[src/seep_pkg.sv]
// constants and types shared by the serial eeprom select and protect block
package seep_pkg;
    // device type identifiers in the upper nibble of the address byte
    localparam logic [3:0] SEEP_TYPE_ARRAY  = 4'hA;
    localparam logic [3:0] SEEP_TYPE_SECCFG = 4'hB;
    // address byte field positions
    localparam int SEEP_DIR_BIT   = 0;
    localparam int SEEP_HW_LSB    = 1;
    localparam int SEEP_HW_MSB    = 3;
    localparam int SEEP_TYPE_LSB  = 4;
    // array organisation: 512 pages of 64 bytes
    localparam int SEEP_PAGE_COUNT = 512;
    localparam int SEEP_PAGE_BYTES = 64;
    localparam int SEEP_OFS_W      = $clog2(SEEP_PAGE_BYTES);
    localparam int SEEP_PAGE_W     = $clog2(SEEP_PAGE_COUNT);
    localparam int SEEP_ADDR_W     = SEEP_OFS_W + SEEP_PAGE_W;
    // configuration register: position of enhanced protection select
    localparam int SEEP_CFG_ESWP_BIT = 0;
    localparam logic [7:0] SEEP_CFG_RESET = 8'h00;
    // factory serial number, value arbitrary
    localparam logic [127:0] SEEP_SERIAL_RESET = 128'h5A5A_0F0F_3C3C_9696_1234_5678_9ABC_DEF0;
    // reset levels of the synchronised pins: scl, sda idle high
    localparam logic [6:0] SEEP_PIN_RESET = 7'h03;
    // pin vector positions
    localparam int SEEP_PIN_SCL = 0;
    localparam int SEEP_PIN_SDA = 1;
    localparam int SEEP_PIN_A0  = 2;
    localparam int SEEP_PIN_WP  = 5;
    localparam int SEEP_PIN_POR = 6;
    // target of a write
    typedef enum logic [1:0] {
        SEEP_REG_ARRAY  = 2'h0,
        SEEP_REG_SERIAL = 2'h1,
        SEEP_REG_IDPAGE = 2'h2,
        SEEP_REG_CONFIG = 2'h3
    } seep_region_type;
    // device state, gray along reset, standby, selected
    typedef enum logic [1:0] {
        SEEP_ST_RESET    = 2'h0,
        SEEP_ST_STANDBY  = 2'h1,
        SEEP_ST_SELECTED = 2'h3
    } seep_state_type;
endpackage

[src/seep_sync.sv]
// three-flop pin synchroniser with agreement filter
`timescale 1ns/1ps
module seep_sync #(
    parameter logic RST_VAL = 1'b0
) (
    // clock and reset
    input  wire logic CLK,
    input  wire logic SRST,
    // pin in, filtered level out
    input  wire logic PIN,
    output logic      LEVEL
);
    logic s1_q;     // first stage, read by s2 only
    logic s2_q;     // second stage
    logic s3_q;     // third stage
    logic level_q;  // accepted level

    // shift chain
    always_ff @(posedge CLK) begin
        if (SRST) begin
            s1_q <= RST_VAL;
            s2_q <= RST_VAL;
            s3_q <= RST_VAL;
        end else begin
            s1_q <= PIN;
            s2_q <= s1_q;
            s3_q <= s2_q;
        end
    end

    // change counts once stages two and three agree
    always_ff @(posedge CLK) begin
        if (SRST) begin
            level_q <= RST_VAL;
        end else if (s2_q == s3_q) begin
            level_q <= s3_q;
        end
    end

    assign LEVEL = level_q;
endmodule

[src/seep_top.sv]
// select, power-on hold-off and write protection of a serial eeprom
`timescale 1ns/1ps
// Functional notes
// - ignore all commands until supply passes threshold
// - selected only when all three select pins match
// - write-protect high blocks array and security writes
// - enhanced protection mode disregards write-protect pin
// - data change with clock high is start/stop
// - data line only pulled low or released
// - array is 512 pages of 64 bytes
// - configuration register selects protection behaviour
// - locked configuration register refuses all writes
// - factory serial number readable, never writable
// - id page writable until locked, then never
// - address mismatch gives no response, back to standby
// - address lsb one reads, zero writes
module seep_top
    import seep_pkg::*;
(
    // clock and reset
    input  wire logic                             CLK,
    input  wire logic                             SRST,
    // supply monitor and static pins
    input  wire logic                             POWER_ON_THRESHOLD,
    input  wire logic                             ADDR_SELECT_BIT_ZERO,
    input  wire logic                             ADDR_SELECT_BIT_ONE,
    input  wire logic                             ADDR_SELECT_BIT_TWO,
    input  wire logic                             WP,
    // two-wire bus pins
    input  wire logic                             SCL_I,
    input  wire logic                             SDA_I,
    output logic                                  SDA_O,
    output logic                                  SDA_OE_N,
    // bus engine: received address byte
    input  wire logic                             ADDR_VALID,
    input  wire logic [7:0]                       ADDR_BYTE,
    // bus engine: pull data line low request
    input  wire logic                             SDA_PULL_LOW,
    // bus engine: write request
    input  wire logic                             WR_REQ,
    input  wire seep_pkg::seep_region_type        WR_REGION,
    input  wire logic [seep_pkg::SEEP_ADDR_W-1:0] WR_ADDR,
    input  wire logic [7:0]                       WR_DATA,
    // bus engine: lock requests
    input  wire logic                             LOCK_CFG_REQ,
    input  wire logic                             LOCK_ID_REQ,
    // status
    output logic                                  READY,
    output logic                                  SELECTED,
    output logic                                  START_DET,
    output logic                                  STOP_DET,
    // address answer
    output logic                                  ADDR_ACK,
    output logic                                  ADDR_NAK,
    output logic                                  XFER_READ,
    output logic                                  SEL_SECCFG,
    // write answer
    output logic                                  WR_OK,
    output logic                                  WR_BLOCK,
    output logic [seep_pkg::SEEP_ADDR_W-1:0]      WR_NEXT_ADDR,
    // register contents
    output logic [7:0]                            CFG_VALUE,
    output logic                                  CFG_LOCKED,
    output logic                                  ID_LOCKED,
    output logic [127:0]                          SERIAL_NUM
);
    import seep_pkg::*;

    ////////////////////////////////////////////////////////////////////////
    // pin synchronisers
    ////////////////////////////////////////////////////////////////////////
    logic [6:0] pin_raw;   // raw pin vector
    logic [6:0] pin_f;     // filtered pin levels

    assign pin_raw = {POWER_ON_THRESHOLD, WP, ADDR_SELECT_BIT_TWO,
                      ADDR_SELECT_BIT_ONE, ADDR_SELECT_BIT_ZERO, SDA_I, SCL_I};

    // one synchroniser per pin
    for (genvar i = 0; i < 7; i++) begin : g_sync
        seep_sync #(
            .RST_VAL (SEEP_PIN_RESET[i])
        ) u_sync (
            .CLK   (CLK),
            .SRST  (SRST),
            .PIN   (pin_raw[i]),
            .LEVEL (pin_f[i])
        );
    end

    logic       scl_f;     // filtered clock line
    logic       sda_f;     // filtered data line
    logic [2:0] sel_pins;  // filtered select pins, valid levels assumed
    logic       wp_f;      // filtered write-protect
    logic       por_f;     // supply above threshold

    assign scl_f    = pin_f[SEEP_PIN_SCL];
    assign sda_f    = pin_f[SEEP_PIN_SDA];
    assign sel_pins = pin_f[SEEP_PIN_A0+2:SEEP_PIN_A0];
    assign wp_f     = pin_f[SEEP_PIN_WP];
    assign por_f    = pin_f[SEEP_PIN_POR];

    ////////////////////////////////////////////////////////////////////////
    // start and stop detection
    ////////////////////////////////////////////////////////////////////////
    logic scl_prev_q;  // clock line last cycle
    logic sda_prev_q;  // data line last cycle
    logic start_q;     // start seen
    logic stop_q;      // stop seen
    logic start_w;     // falling data, clock high
    logic stop_w;      // rising data, clock high

    assign start_w = scl_f & scl_prev_q & sda_prev_q & ~sda_f;
    assign stop_w  = scl_f & scl_prev_q & ~sda_prev_q & sda_f;

    // edge history and condition flags
    always_ff @(posedge CLK) begin
        if (SRST) begin
            scl_prev_q <= 1'b1;
            sda_prev_q <= 1'b1;
            start_q    <= 1'b0;
            stop_q     <= 1'b0;
        end else begin
            scl_prev_q <= scl_f;
            sda_prev_q <= sda_f;
            start_q    <= start_w & por_f;
            stop_q     <= stop_w & por_f;
        end
    end

    ////////////////////////////////////////////////////////////////////////
    // power-on hold-off and select state
    ////////////////////////////////////////////////////////////////////////
    seep_state_type state_q;  // current state
    seep_state_type state_d;  // next state
    logic           ready_w;  // device accepts traffic
    logic           type_ok;  // known device type
    logic           hw_ok;    // select pins agree
    logic           match_w;  // address byte accepted

    assign ready_w = (state_q != SEEP_ST_RESET);
    assign type_ok = (ADDR_BYTE[7:SEEP_TYPE_LSB] == SEEP_TYPE_ARRAY) |
                     (ADDR_BYTE[7:SEEP_TYPE_LSB] == SEEP_TYPE_SECCFG);
    assign hw_ok   = (ADDR_BYTE[SEEP_HW_MSB:SEEP_HW_LSB] == sel_pins);
    assign match_w = ready_w & ADDR_VALID & type_ok & hw_ok;

    // state transitions
    always_comb begin
        state_d = state_q;
        case (state_q)
            SEEP_ST_RESET: begin
                // leave reset once the supply is good
                if (por_f) state_d = SEEP_ST_STANDBY;
            end
            SEEP_ST_STANDBY:  if (match_w) state_d = SEEP_ST_SELECTED;
            SEEP_ST_SELECTED: begin
                // stop or a foreign address byte ends the transfer
                if (stop_w | (ADDR_VALID & ~match_w)) state_d = SEEP_ST_STANDBY;
            end
            default: state_d = SEEP_ST_RESET;
        endcase
        // supply drop forces reset
        if (!por_f) state_d = SEEP_ST_RESET;
    end

    // state register
    always_ff @(posedge CLK) begin
        if (SRST) state_q <= SEEP_ST_RESET;
        else      state_q <= state_d;
    end

    ////////////////////////////////////////////////////////////////////////
    // address answer
    ////////////////////////////////////////////////////////////////////////
    logic ready_q;   // registered ready
    logic sel_q;     // registered selected
    logic ack_q;     // address matched
    logic nak_q;     // address ignored
    logic read_q;    // transfer direction
    logic seccfg_q;  // security or config access

    // answer one cycle after the byte
    always_ff @(posedge CLK) begin
        if (SRST) begin
            ready_q  <= 1'b0;
            sel_q    <= 1'b0;
            ack_q    <= 1'b0;
            nak_q    <= 1'b0;
            read_q   <= 1'b0;
            seccfg_q <= 1'b0;
        end else begin
            ready_q <= (state_d != SEEP_ST_RESET);
            sel_q   <= (state_d == SEEP_ST_SELECTED);
            ack_q   <= match_w;
            nak_q   <= ready_w & ADDR_VALID & ~match_w;
            if (match_w) begin
                read_q   <= ADDR_BYTE[SEEP_DIR_BIT];
                seccfg_q <= (ADDR_BYTE[7:SEEP_TYPE_LSB] == SEEP_TYPE_SECCFG);
            end
        end
    end

    ////////////////////////////////////////////////////////////////////////
    // open-drain data line
    ////////////////////////////////////////////////////////////////////////
    logic oe_n_q;  // low while pulling the line low

    // only pull low when ready, never drive high
    always_ff @(posedge CLK) begin
        if (SRST) oe_n_q <= 1'b1;
        else      oe_n_q <= ~(SDA_PULL_LOW & ready_w);
    end

    ////////////////////////////////////////////////////////////////////////
    // configuration, locks and write gate
    ////////////////////////////////////////////////////////////////////////
    logic [7:0]             cfg_q;       // configuration contents
    logic                   cfg_lock_q;  // configuration locked
    logic                   id_lock_q;   // id page locked
    logic                   eswp_w;      // enhanced protection selected
    logic                   permit_w;    // write allowed
    logic [SEEP_ADDR_W-1:0] next_w;      // next address in page
    logic                   wr_ok_q;     // write granted
    logic                   wr_blk_q;    // write refused
    logic [SEEP_ADDR_W-1:0] next_q;      // registered next address
    logic [127:0]           serial_q;    // serial number copy

    assign eswp_w = cfg_q[SEEP_CFG_ESWP_BIT];

    seep_wr_gate u_gate (
        .READY      (ready_w),
        .REGION     (WR_REGION),
        .ADDR       (WR_ADDR),
        .WP_LEVEL   (wp_f),
        .ESWP       (eswp_w),
        .CFG_LOCKED (cfg_lock_q),
        .ID_LOCKED  (id_lock_q),
        .PERMIT     (permit_w),
        .NEXT_ADDR  (next_w)
    );

    // write answer and config update
    always_ff @(posedge CLK) begin
        if (SRST) begin
            wr_ok_q  <= 1'b0;
            wr_blk_q <= 1'b0;
            next_q   <= '0;
            cfg_q    <= SEEP_CFG_RESET;
        end else begin
            wr_ok_q  <= WR_REQ & permit_w;
            wr_blk_q <= WR_REQ & ~permit_w & ready_w;
            if (WR_REQ & permit_w) next_q <= next_w;
            if (WR_REQ & permit_w & (WR_REGION == SEEP_REG_CONFIG)) begin
                cfg_q <= WR_DATA;
            end
        end
    end

    // lock flags only ever set
    always_ff @(posedge CLK) begin
        if (SRST) begin
            cfg_lock_q <= 1'b0;
            id_lock_q  <= 1'b0;
        end else begin
            if (LOCK_CFG_REQ & ready_w) cfg_lock_q <= 1'b1;
            if (LOCK_ID_REQ & ready_w)  id_lock_q  <= 1'b1;
        end
    end

    // serial number held constant, no write path reaches it
    always_ff @(posedge CLK) serial_q <= SEEP_SERIAL_RESET;

    ////////////////////////////////////////////////////////////////////////
    // outputs
    ////////////////////////////////////////////////////////////////////////
    assign SDA_O        = 1'b0;
    assign SDA_OE_N     = oe_n_q;
    assign READY        = ready_q;
    assign SELECTED     = sel_q;
    assign START_DET    = start_q;
    assign STOP_DET     = stop_q;
    assign ADDR_ACK     = ack_q;
    assign ADDR_NAK     = nak_q;
    assign XFER_READ    = read_q;
    assign SEL_SECCFG   = seccfg_q;
    assign WR_OK        = wr_ok_q;
    assign WR_BLOCK     = wr_blk_q;
    assign WR_NEXT_ADDR = next_q;
    assign CFG_VALUE    = cfg_q;
    assign CFG_LOCKED   = cfg_lock_q;
    assign ID_LOCKED    = id_lock_q;
    assign SERIAL_NUM   = serial_q;
endmodule

[src/seep_wr_gate.sv]
// write permission and in-page address advance
`timescale 1ns/1ps
module seep_wr_gate
    import seep_pkg::*;
(
    // request
    input  wire logic                   READY,
    input  wire seep_region_type        REGION,
    input  wire logic [SEEP_ADDR_W-1:0] ADDR,
    // protection state
    input  wire logic                   WP_LEVEL,
    input  wire logic                   ESWP,
    input  wire logic                   CFG_LOCKED,
    input  wire logic                   ID_LOCKED,
    // decision
    output logic                        PERMIT,
    output logic [SEEP_ADDR_W-1:0]      NEXT_ADDR
);
    logic                  hw_ok;    // pin allows, or pin disregarded
    logic [SEEP_OFS_W-1:0] ofs_inc;  // offset plus one, wraps in page

    // enhanced mode disregards the pin
    assign hw_ok = ESWP | ~WP_LEVEL;

    // permission per target
    always_comb begin
        PERMIT = 1'b0;
        case (REGION)
            SEEP_REG_ARRAY:  PERMIT = READY & hw_ok;
            SEEP_REG_SERIAL: PERMIT = 1'b0;
            SEEP_REG_IDPAGE: PERMIT = READY & hw_ok & ~ID_LOCKED;
            SEEP_REG_CONFIG: PERMIT = READY & ~CFG_LOCKED;
            default:         PERMIT = 1'b0;
        endcase
    end

    // roll over inside the page, never into the next
    assign ofs_inc   = ADDR[SEEP_OFS_W-1:0] + SEEP_OFS_W'(1);
    assign NEXT_ADDR = {ADDR[SEEP_ADDR_W-1:SEEP_OFS_W], ofs_inc};
endmodule
[config.mk]
export PLATFORM = sky130hd
export DESIGN_NAME = seep_top
export DESIGN_NICKNAME = d
export VERILOG_FILES = /design/src/seep_pkg.sv /design/src/seep_sync.sv /design/src/seep_top.sv /design/src/seep_wr_gate.sv
export SDC_FILE = /design/constraint.sdc
export NUM_CORES = 1
export LEC_CHECK = 0
export BUFFER_PORTS_ARGS = -buffer_cell sky130_fd_sc_hd__buf_2
export CAP_MARGIN = 15
export CORE_MARGIN = 3
export CORE_UTILIZATION = 45
export CTS_CLUSTER_DIAMETER = 60
export DETAILED_ROUTE_END_ITERATION = 8
export PLACE_DENSITY = 0.82
export SKIP_CTS_REPAIR_TIMING = 1
export SLEW_MARGIN = 0
export SYNTH_ARGS = -nofsm -noshare
export SYNTH_HDL_FRONTEND = slang
export SYNTH_SLANG_ARGS = --single-unit
[constraint.sdc]
create_clock -name CLK -period 2.45 [get_ports CLK]
set_input_delay 0.245 -clock CLK [delete_from_list [all_inputs] [get_ports CLK]]
set_output_delay 0.245 -clock CLK [all_outputs]
set_load 0.05 [all_outputs]
## After elaboration in Yosys (flattened, before gate mapping)

Cells that the tools add are included.

- Equal/unequal tests: 16
- Multiplexer cells: 5
- Bitwise operators: 33
- Reduce and logical (&&, ||, !) cells: 4
- Add/subtract/negate cells: 1

Operator list:

| operator | number |
|---|---|
| 1-bit AND | 22 |
| 2-bit equality test (second input constant) | 4 |
| 4-bit equality test (second input constant) | 2 |
| 1-bit inverter | 8 |
| 1-bit equality test | 7 |
| 6-bit by 1-bit adder with 6-bit output (second input constant) | 1 |
| 2-bit two-way mux | 3 |
| 2-bit one-hot mux with 3 select lines | 1 |
| 2-bit by 1-bit equality test with 1-bit output (second input constant) | 2 |
| 2-bit logical NOT | 2 |
| 1-bit one-hot mux with 4 select lines | 1 |
| 2-bit nonzero test | 2 |
| 3-bit equality test | 1 |
| 1-bit OR | 3 |

- Output and inout port bits: 165
- Word-level logic and storage cells: 105
- Input port bits: 47
- Register bits: 68

## Longest topological paths before layout

- Depth in word-level cells: 11
- Gate-level depth with buffers: 5
- Gate-level depth less buffers: 4

## Modules after synthesis

From an unflattened synthesis, not the netlist that was laid out.

- Cells, all modules: 386
- Area, all modules: 3347.0 um^2

By module, submodules not included:

| module | sequential area each (um^2) | instances | cells each | area each (um^2) |
|---|---|---|---|---|
| seep_top | 800.8 | 1 | 292 | 2379.8 |
| seep_sync (g_sync[2].u_sync ...) | 80.1 | 5 | 10 | 112.6 |
| seep_sync (g_sync[0].u_sync ...) | 80.1 | 2 | 10 | 115.1 |
| seep_wr_gate | 0.0 | 1 | 24 | 173.9 |

## Worst setup path before layout

OpenSTA, ideal clock, no wires.

- Path kind: register to register
- Start: register id_lock_q (netlist: ID_LOCKED)
- End: register next_q[10] (netlist: WR_NEXT_ADDR[10])
- Buffers on the path: 1
- Required time: 2.318 ns
- Setup time: 0.132 ns
- Period minus slack after synthesis: 1.533 ns
- Cell stages (with the launch flop): 6
- Data arrival time: 1.400 ns
- Slack: 0.917 ns
- Cells stage by stage: dfxtp_1 -> nand2_1 -> and4bb_2 -> buf_6 -> o21ai_0 -> a21oi_1

- Word-level cells in the longest chain between the ends: 4

Ends and longest elaborated chain:

| item | line | RTL |
|---|---|---|
| start, declared | seep_top.sv:218 | `logic id_lock_q;` |
| start signal, assigned | seep_top.sv:262 | `id_lock_q <= 1'b0;` |
| start signal, assigned | seep_top.sv:265 | `if (LOCK_ID_REQ & ready_w) id_lock_q <= 1'b1;` |
| 1-bit inverter | seep_wr_gate.sv:31 | `SEEP_REG_IDPAGE: PERMIT = READY & hw_ok & ~ID_LOCKED;` |
| 1-bit AND | seep_wr_gate.sv:31 |  |
| 1-bit one-hot mux with 4 select lines | seep_wr_gate.sv:28 | `case (REGION)` |
| 1-bit AND | seep_top.sv:251 | `if (WR_REQ & permit_w) next_q <= next_w;` |
| end signal, assigned | seep_top.sv:251 |  |
| end, declared | seep_top.sv:224 | `logic [SEEP_ADDR_W-1:0] next_q;` |

Every way passes these cells.
A chain may end at the register's enable or synchronous reset.

## Worst setup path in the final report

- Start: register state_q[1]
- End: register next_q[0] (netlist: WR_NEXT_ADDR[0])

- Word-level cells in the longest chain between the ends: 5
- Elaborated cells on any way between the ends: 6
- Classes of those cells: mux (1); bitwise (4); reduce/logical (1)

Ends and longest elaborated chain:

| item | line | RTL |
|---|---|---|
| start, declared | seep_top.sv:133 | `seep_state_type state_q;` |
| start signal, assigned | seep_top.sv:168 | `else state_q <= state_d;` |
| 2-bit nonzero test (*) | seep_top.sv:140 | `assign ready_w = (state_q != SEEP_ST_RESET);` |
| 1-bit AND | seep_wr_gate.sv:29, seep_wr_gate.sv:31 |  |
| 1-bit AND | seep_wr_gate.sv:31 |  |
| 1-bit one-hot mux with 4 select lines (*) | seep_wr_gate.sv:28 |  |
| 1-bit AND (*) | seep_top.sv:251 |  |

Every way passes the cells marked *; elsewhere a longest branch is shown, timed or not.

==> impl_metrics.json <==
{
  "worst_pin_slew_ns": 0.535,
  "grt_pass1_vias": 1944,
  "num_antenna_cells": 0,
  "synth_area_leaders": "dfxtp_1, buf_4, a21oi_1",
  "worst-path-buf-inv": 0,
  "rrSetupSlack_ns": 0.75,
  "cts_made_buffers": 9,
  "skew_ns": 0.00743,
  "synth-seq-cells": 68,
  "fin_tns_setup_ns": 0,
  "crit_path_top_delay_cell": "nand4bb_1",
  "multiInputGateArea_mm2": 0.00141,
  "power_density_mw_per_mm2": 720,
  "hold_ws_ns": 0.0597,
  "initial_core_util": 0.478,
  "drt_wl_total_um": 6060,
  "coreArea_mm2": 0.00698,
  "path_clk_slew_ns": 0.08,
  "leakagePower_nw": 1.68,
  "period_share": 0.693,
  "relSlewSlack": 0.640,
  "setup_slack_ns": 0.753,
  "drt_iter0_markers": 98,
  "synthFlopType": "dfxtp_1",
  "p_total_mw": 2.53,
  "dieArea_mm2": 0.00849,
  "fill_cells": 679,
  "nets": 505,
  "endpoint": "WR_NEXT_ADDR[0]",
  "hold_class": "in -> reg",
  "end_kind": "flop",
  "layout-drive-gt1-share": 0.240,
  "fin_area_mm2": 0.00351,
  "firstDrtPassIters": 4,
  "crit_required_ns": 2.64,
  "dp_worst_setup_slack_ns": 0.721,
  "grt_pass1_wl_um": 9160,
  "clock-sinks": 68,
  "worstPathCellList": "o21ai_1, nand4bb_1, nand2_1, a211oi_1",
  "use_met3": 0.0418,
  "critPathMaxFanout": 12,
  "synthCells": 378,
  "busiest_layer": "met2",
  "clock_path_buffers": 2,
  "drt-wirelength-per-cell_um": 10.9,
  "fmax_mhz": 589,
  "grt-ovfl-total": 0,
  "rr_worst_depth": 4,
  "crit_start": "state_q[1]",
  "status": "finished, final reports clean",
  "grt_max_degree": 33,
  "hold_viol_final": 0,
  "yosys.area.top_type_share": 0.407,
  "synth_top_area_cell": "dfxtp_1",
  "synth_edf_count": 0,
  "worst-path-stages": 4,
  "dp_hpwl_um": 4650,
  "reg2reg_from": "state_q[1]",
  "die_w_um": 92.2,
  "stdcell_count": 558,
  "peakVddDrop_mv": 0.302,
  "fin_util": 0.503,
  "critical-path-top-delay-family": "simple AND/OR/NAND/NOR gates",
  "synth_area_mm2": 0.00334,
  "crit_type": "reg -> reg",
  "grt_use_met2": 0.235,
  "syn_avg_cell_area_um2": 8.84,
  "vias": 2297,
  "drtAntennaViolNets": 0,
  "slew_viol_final": 0,
  "ys_seq_area_frac": 0.407,
  "post-route-min-period_ns": 1.70,
  "place_congestion": 0.778,
  "cp_slowest_stage_delay_ns": 0.54,
  "port_buffers": 82,
  "numPlacedInstances": 542,
  "htreeDepth": 3,
  "antenna_found_initial": 0,
  "clk_latency_ns": 0.33,
  "ios": 212,
  "placed_area_mm2": 0.00332,
  "async_flop_share": 0,
  "cts_root_buf": "clkbuf_8",
  "worstReg2RegEnd": "WR_NEXT_ADDR[0]",
  "worstPathArrival_ns": 1.89,
  "cts_tree": "done",
  "yosysWarnings": 0,
  "dieHeight_um": 92.2,
  "setup_viol": 0,
  "startpoint_type": "flop",
  "met1_usage": 0.154,
  "rsz0062_at_grt": "no",
  "syn_to_final_growth_pct": 5.13,
  "synthDistinctLibCells": 34,
  "drcViolationCount": 0,
  "seqCellArea_mm2": 0.00136,
  "maxCapViolCount": 0,
  "track_usage": 0.136,
  "avgViaCountPerCell": 4.12,
  "num_rows": 30
}
[sequential cells by signal (all words and copies together), names as in the netlist, 2 cells and up]
signal               count
g_sync.u_sync.LEVEL      7
state_q                  2
CFG_VALUE                8
g_sync.u_sync.s2_q       7
WR_NEXT_ADDR            15
g_sync.u_sync.s1_q       7
g_sync.u_sync.s3_q       7
[power breakdown]
part | leakage (nW) | switching (mW) | total (mW) | internal (mW)
logic | 1.04 | 0.473 | 0.519 | 0.0458
clock network | 0.0962 | 0.415 | 0.885 | 0.470
registers | 0.552 | 0.00493 | 1.12 | 1.12
total | 1.68 | 0.893 | 2.53 | 1.64
[cells in the mapped netlist (all sizes together), types with 5 or more instances]
cell type and count:
dfxtp 68, a21oi 30, or2 10, a211oi 5
clkbuf 6, nor2 8, nand2b 7, o21ai 16
nand3 15, buf 137, nand2 26, xnor2 5
nor3 5, nor2b 18
[per-layer routing]
layer	wire length (µm)	share of wire	vias to the layer above
met2	3040	0.50	123
met3	554	0.091	10
met1	2370	0.39	1034
li1	-	-	1130
met4	87	0.014	0
met5	0	0	-
[area by class of cell]
| class | instances | share of cell area |
|---|---|---|
| tap | 96 | 0.0342 |
| timing repair buffer | 84 | 0.121 |
| clock inverter | 6 | 0.0185 |
| inverter | 1 | 0.00107 |
| clock buffer | 10 | 0.0363 |
| multi-input combinational | 293 | 0.401 |
| sequential | 68 | 0.388 |
[how the worst min path moves through the flow]
| stage | to | slack [ns] | cells after the start | startpoint |
|---|---|---|---|---|
| 2_1_floorplan | SDA_OE_N | 0.31 | 1 | SDA_PULL_LOW |
| 3_3_place_gp | g_sync[0].u_sync.s2_q | 0.40 | 1 | g_sync[0].u_sync.s1_q |
| 3_5_place_dp | g_sync[0].u_sync.s2_q | 0.40 | 1 | g_sync[0].u_sync.s1_q |
| 4_1_cts | SDA_OE_N | 0.03 | 2 | SDA_PULL_LOW |
| 5_1_grt | SDA_OE_N | 0.05 | 2 | SDA_PULL_LOW |
| 6_report | SDA_OE_N | 0.06 | 2 | SDA_PULL_LOW |
[cell usage in the layout (no fill, tap or decap), types with 2 or more instances in the layout]
master      n
a211oi_1    5
a21boi_0    2
a21oi_1    30
and3_1      2
buf_2      82
buf_4       2
clkbuf_8    9
clkinv_2    2
clkinv_4    2
conb_1    129
dfxtp_1    68
mux2i_1     2
nand2_1    26
nand2b_1    7
nand3_1    15
nor2_1      8
nor2b_1    18
nor3_1      5
o21ai_0    11
o21ai_1     5
o21bai_1    2
or2_2      10
xnor2_1     5
xor2_1      2
[cells by family after synthesis]
family / synth area share
other: 0.00225
buffers and inverters: 0.313
multiplexers: 0.00599
AND/OR/NAND/NOR: 0.156
flip-flops: 0.407
AO/OA/AOI/OAI: 0.0925
adder cells (fa/ha/maj): 0.00374
XOR/XNOR: 0.0184
Note: power is estimated with default switching activity, not from simulation.
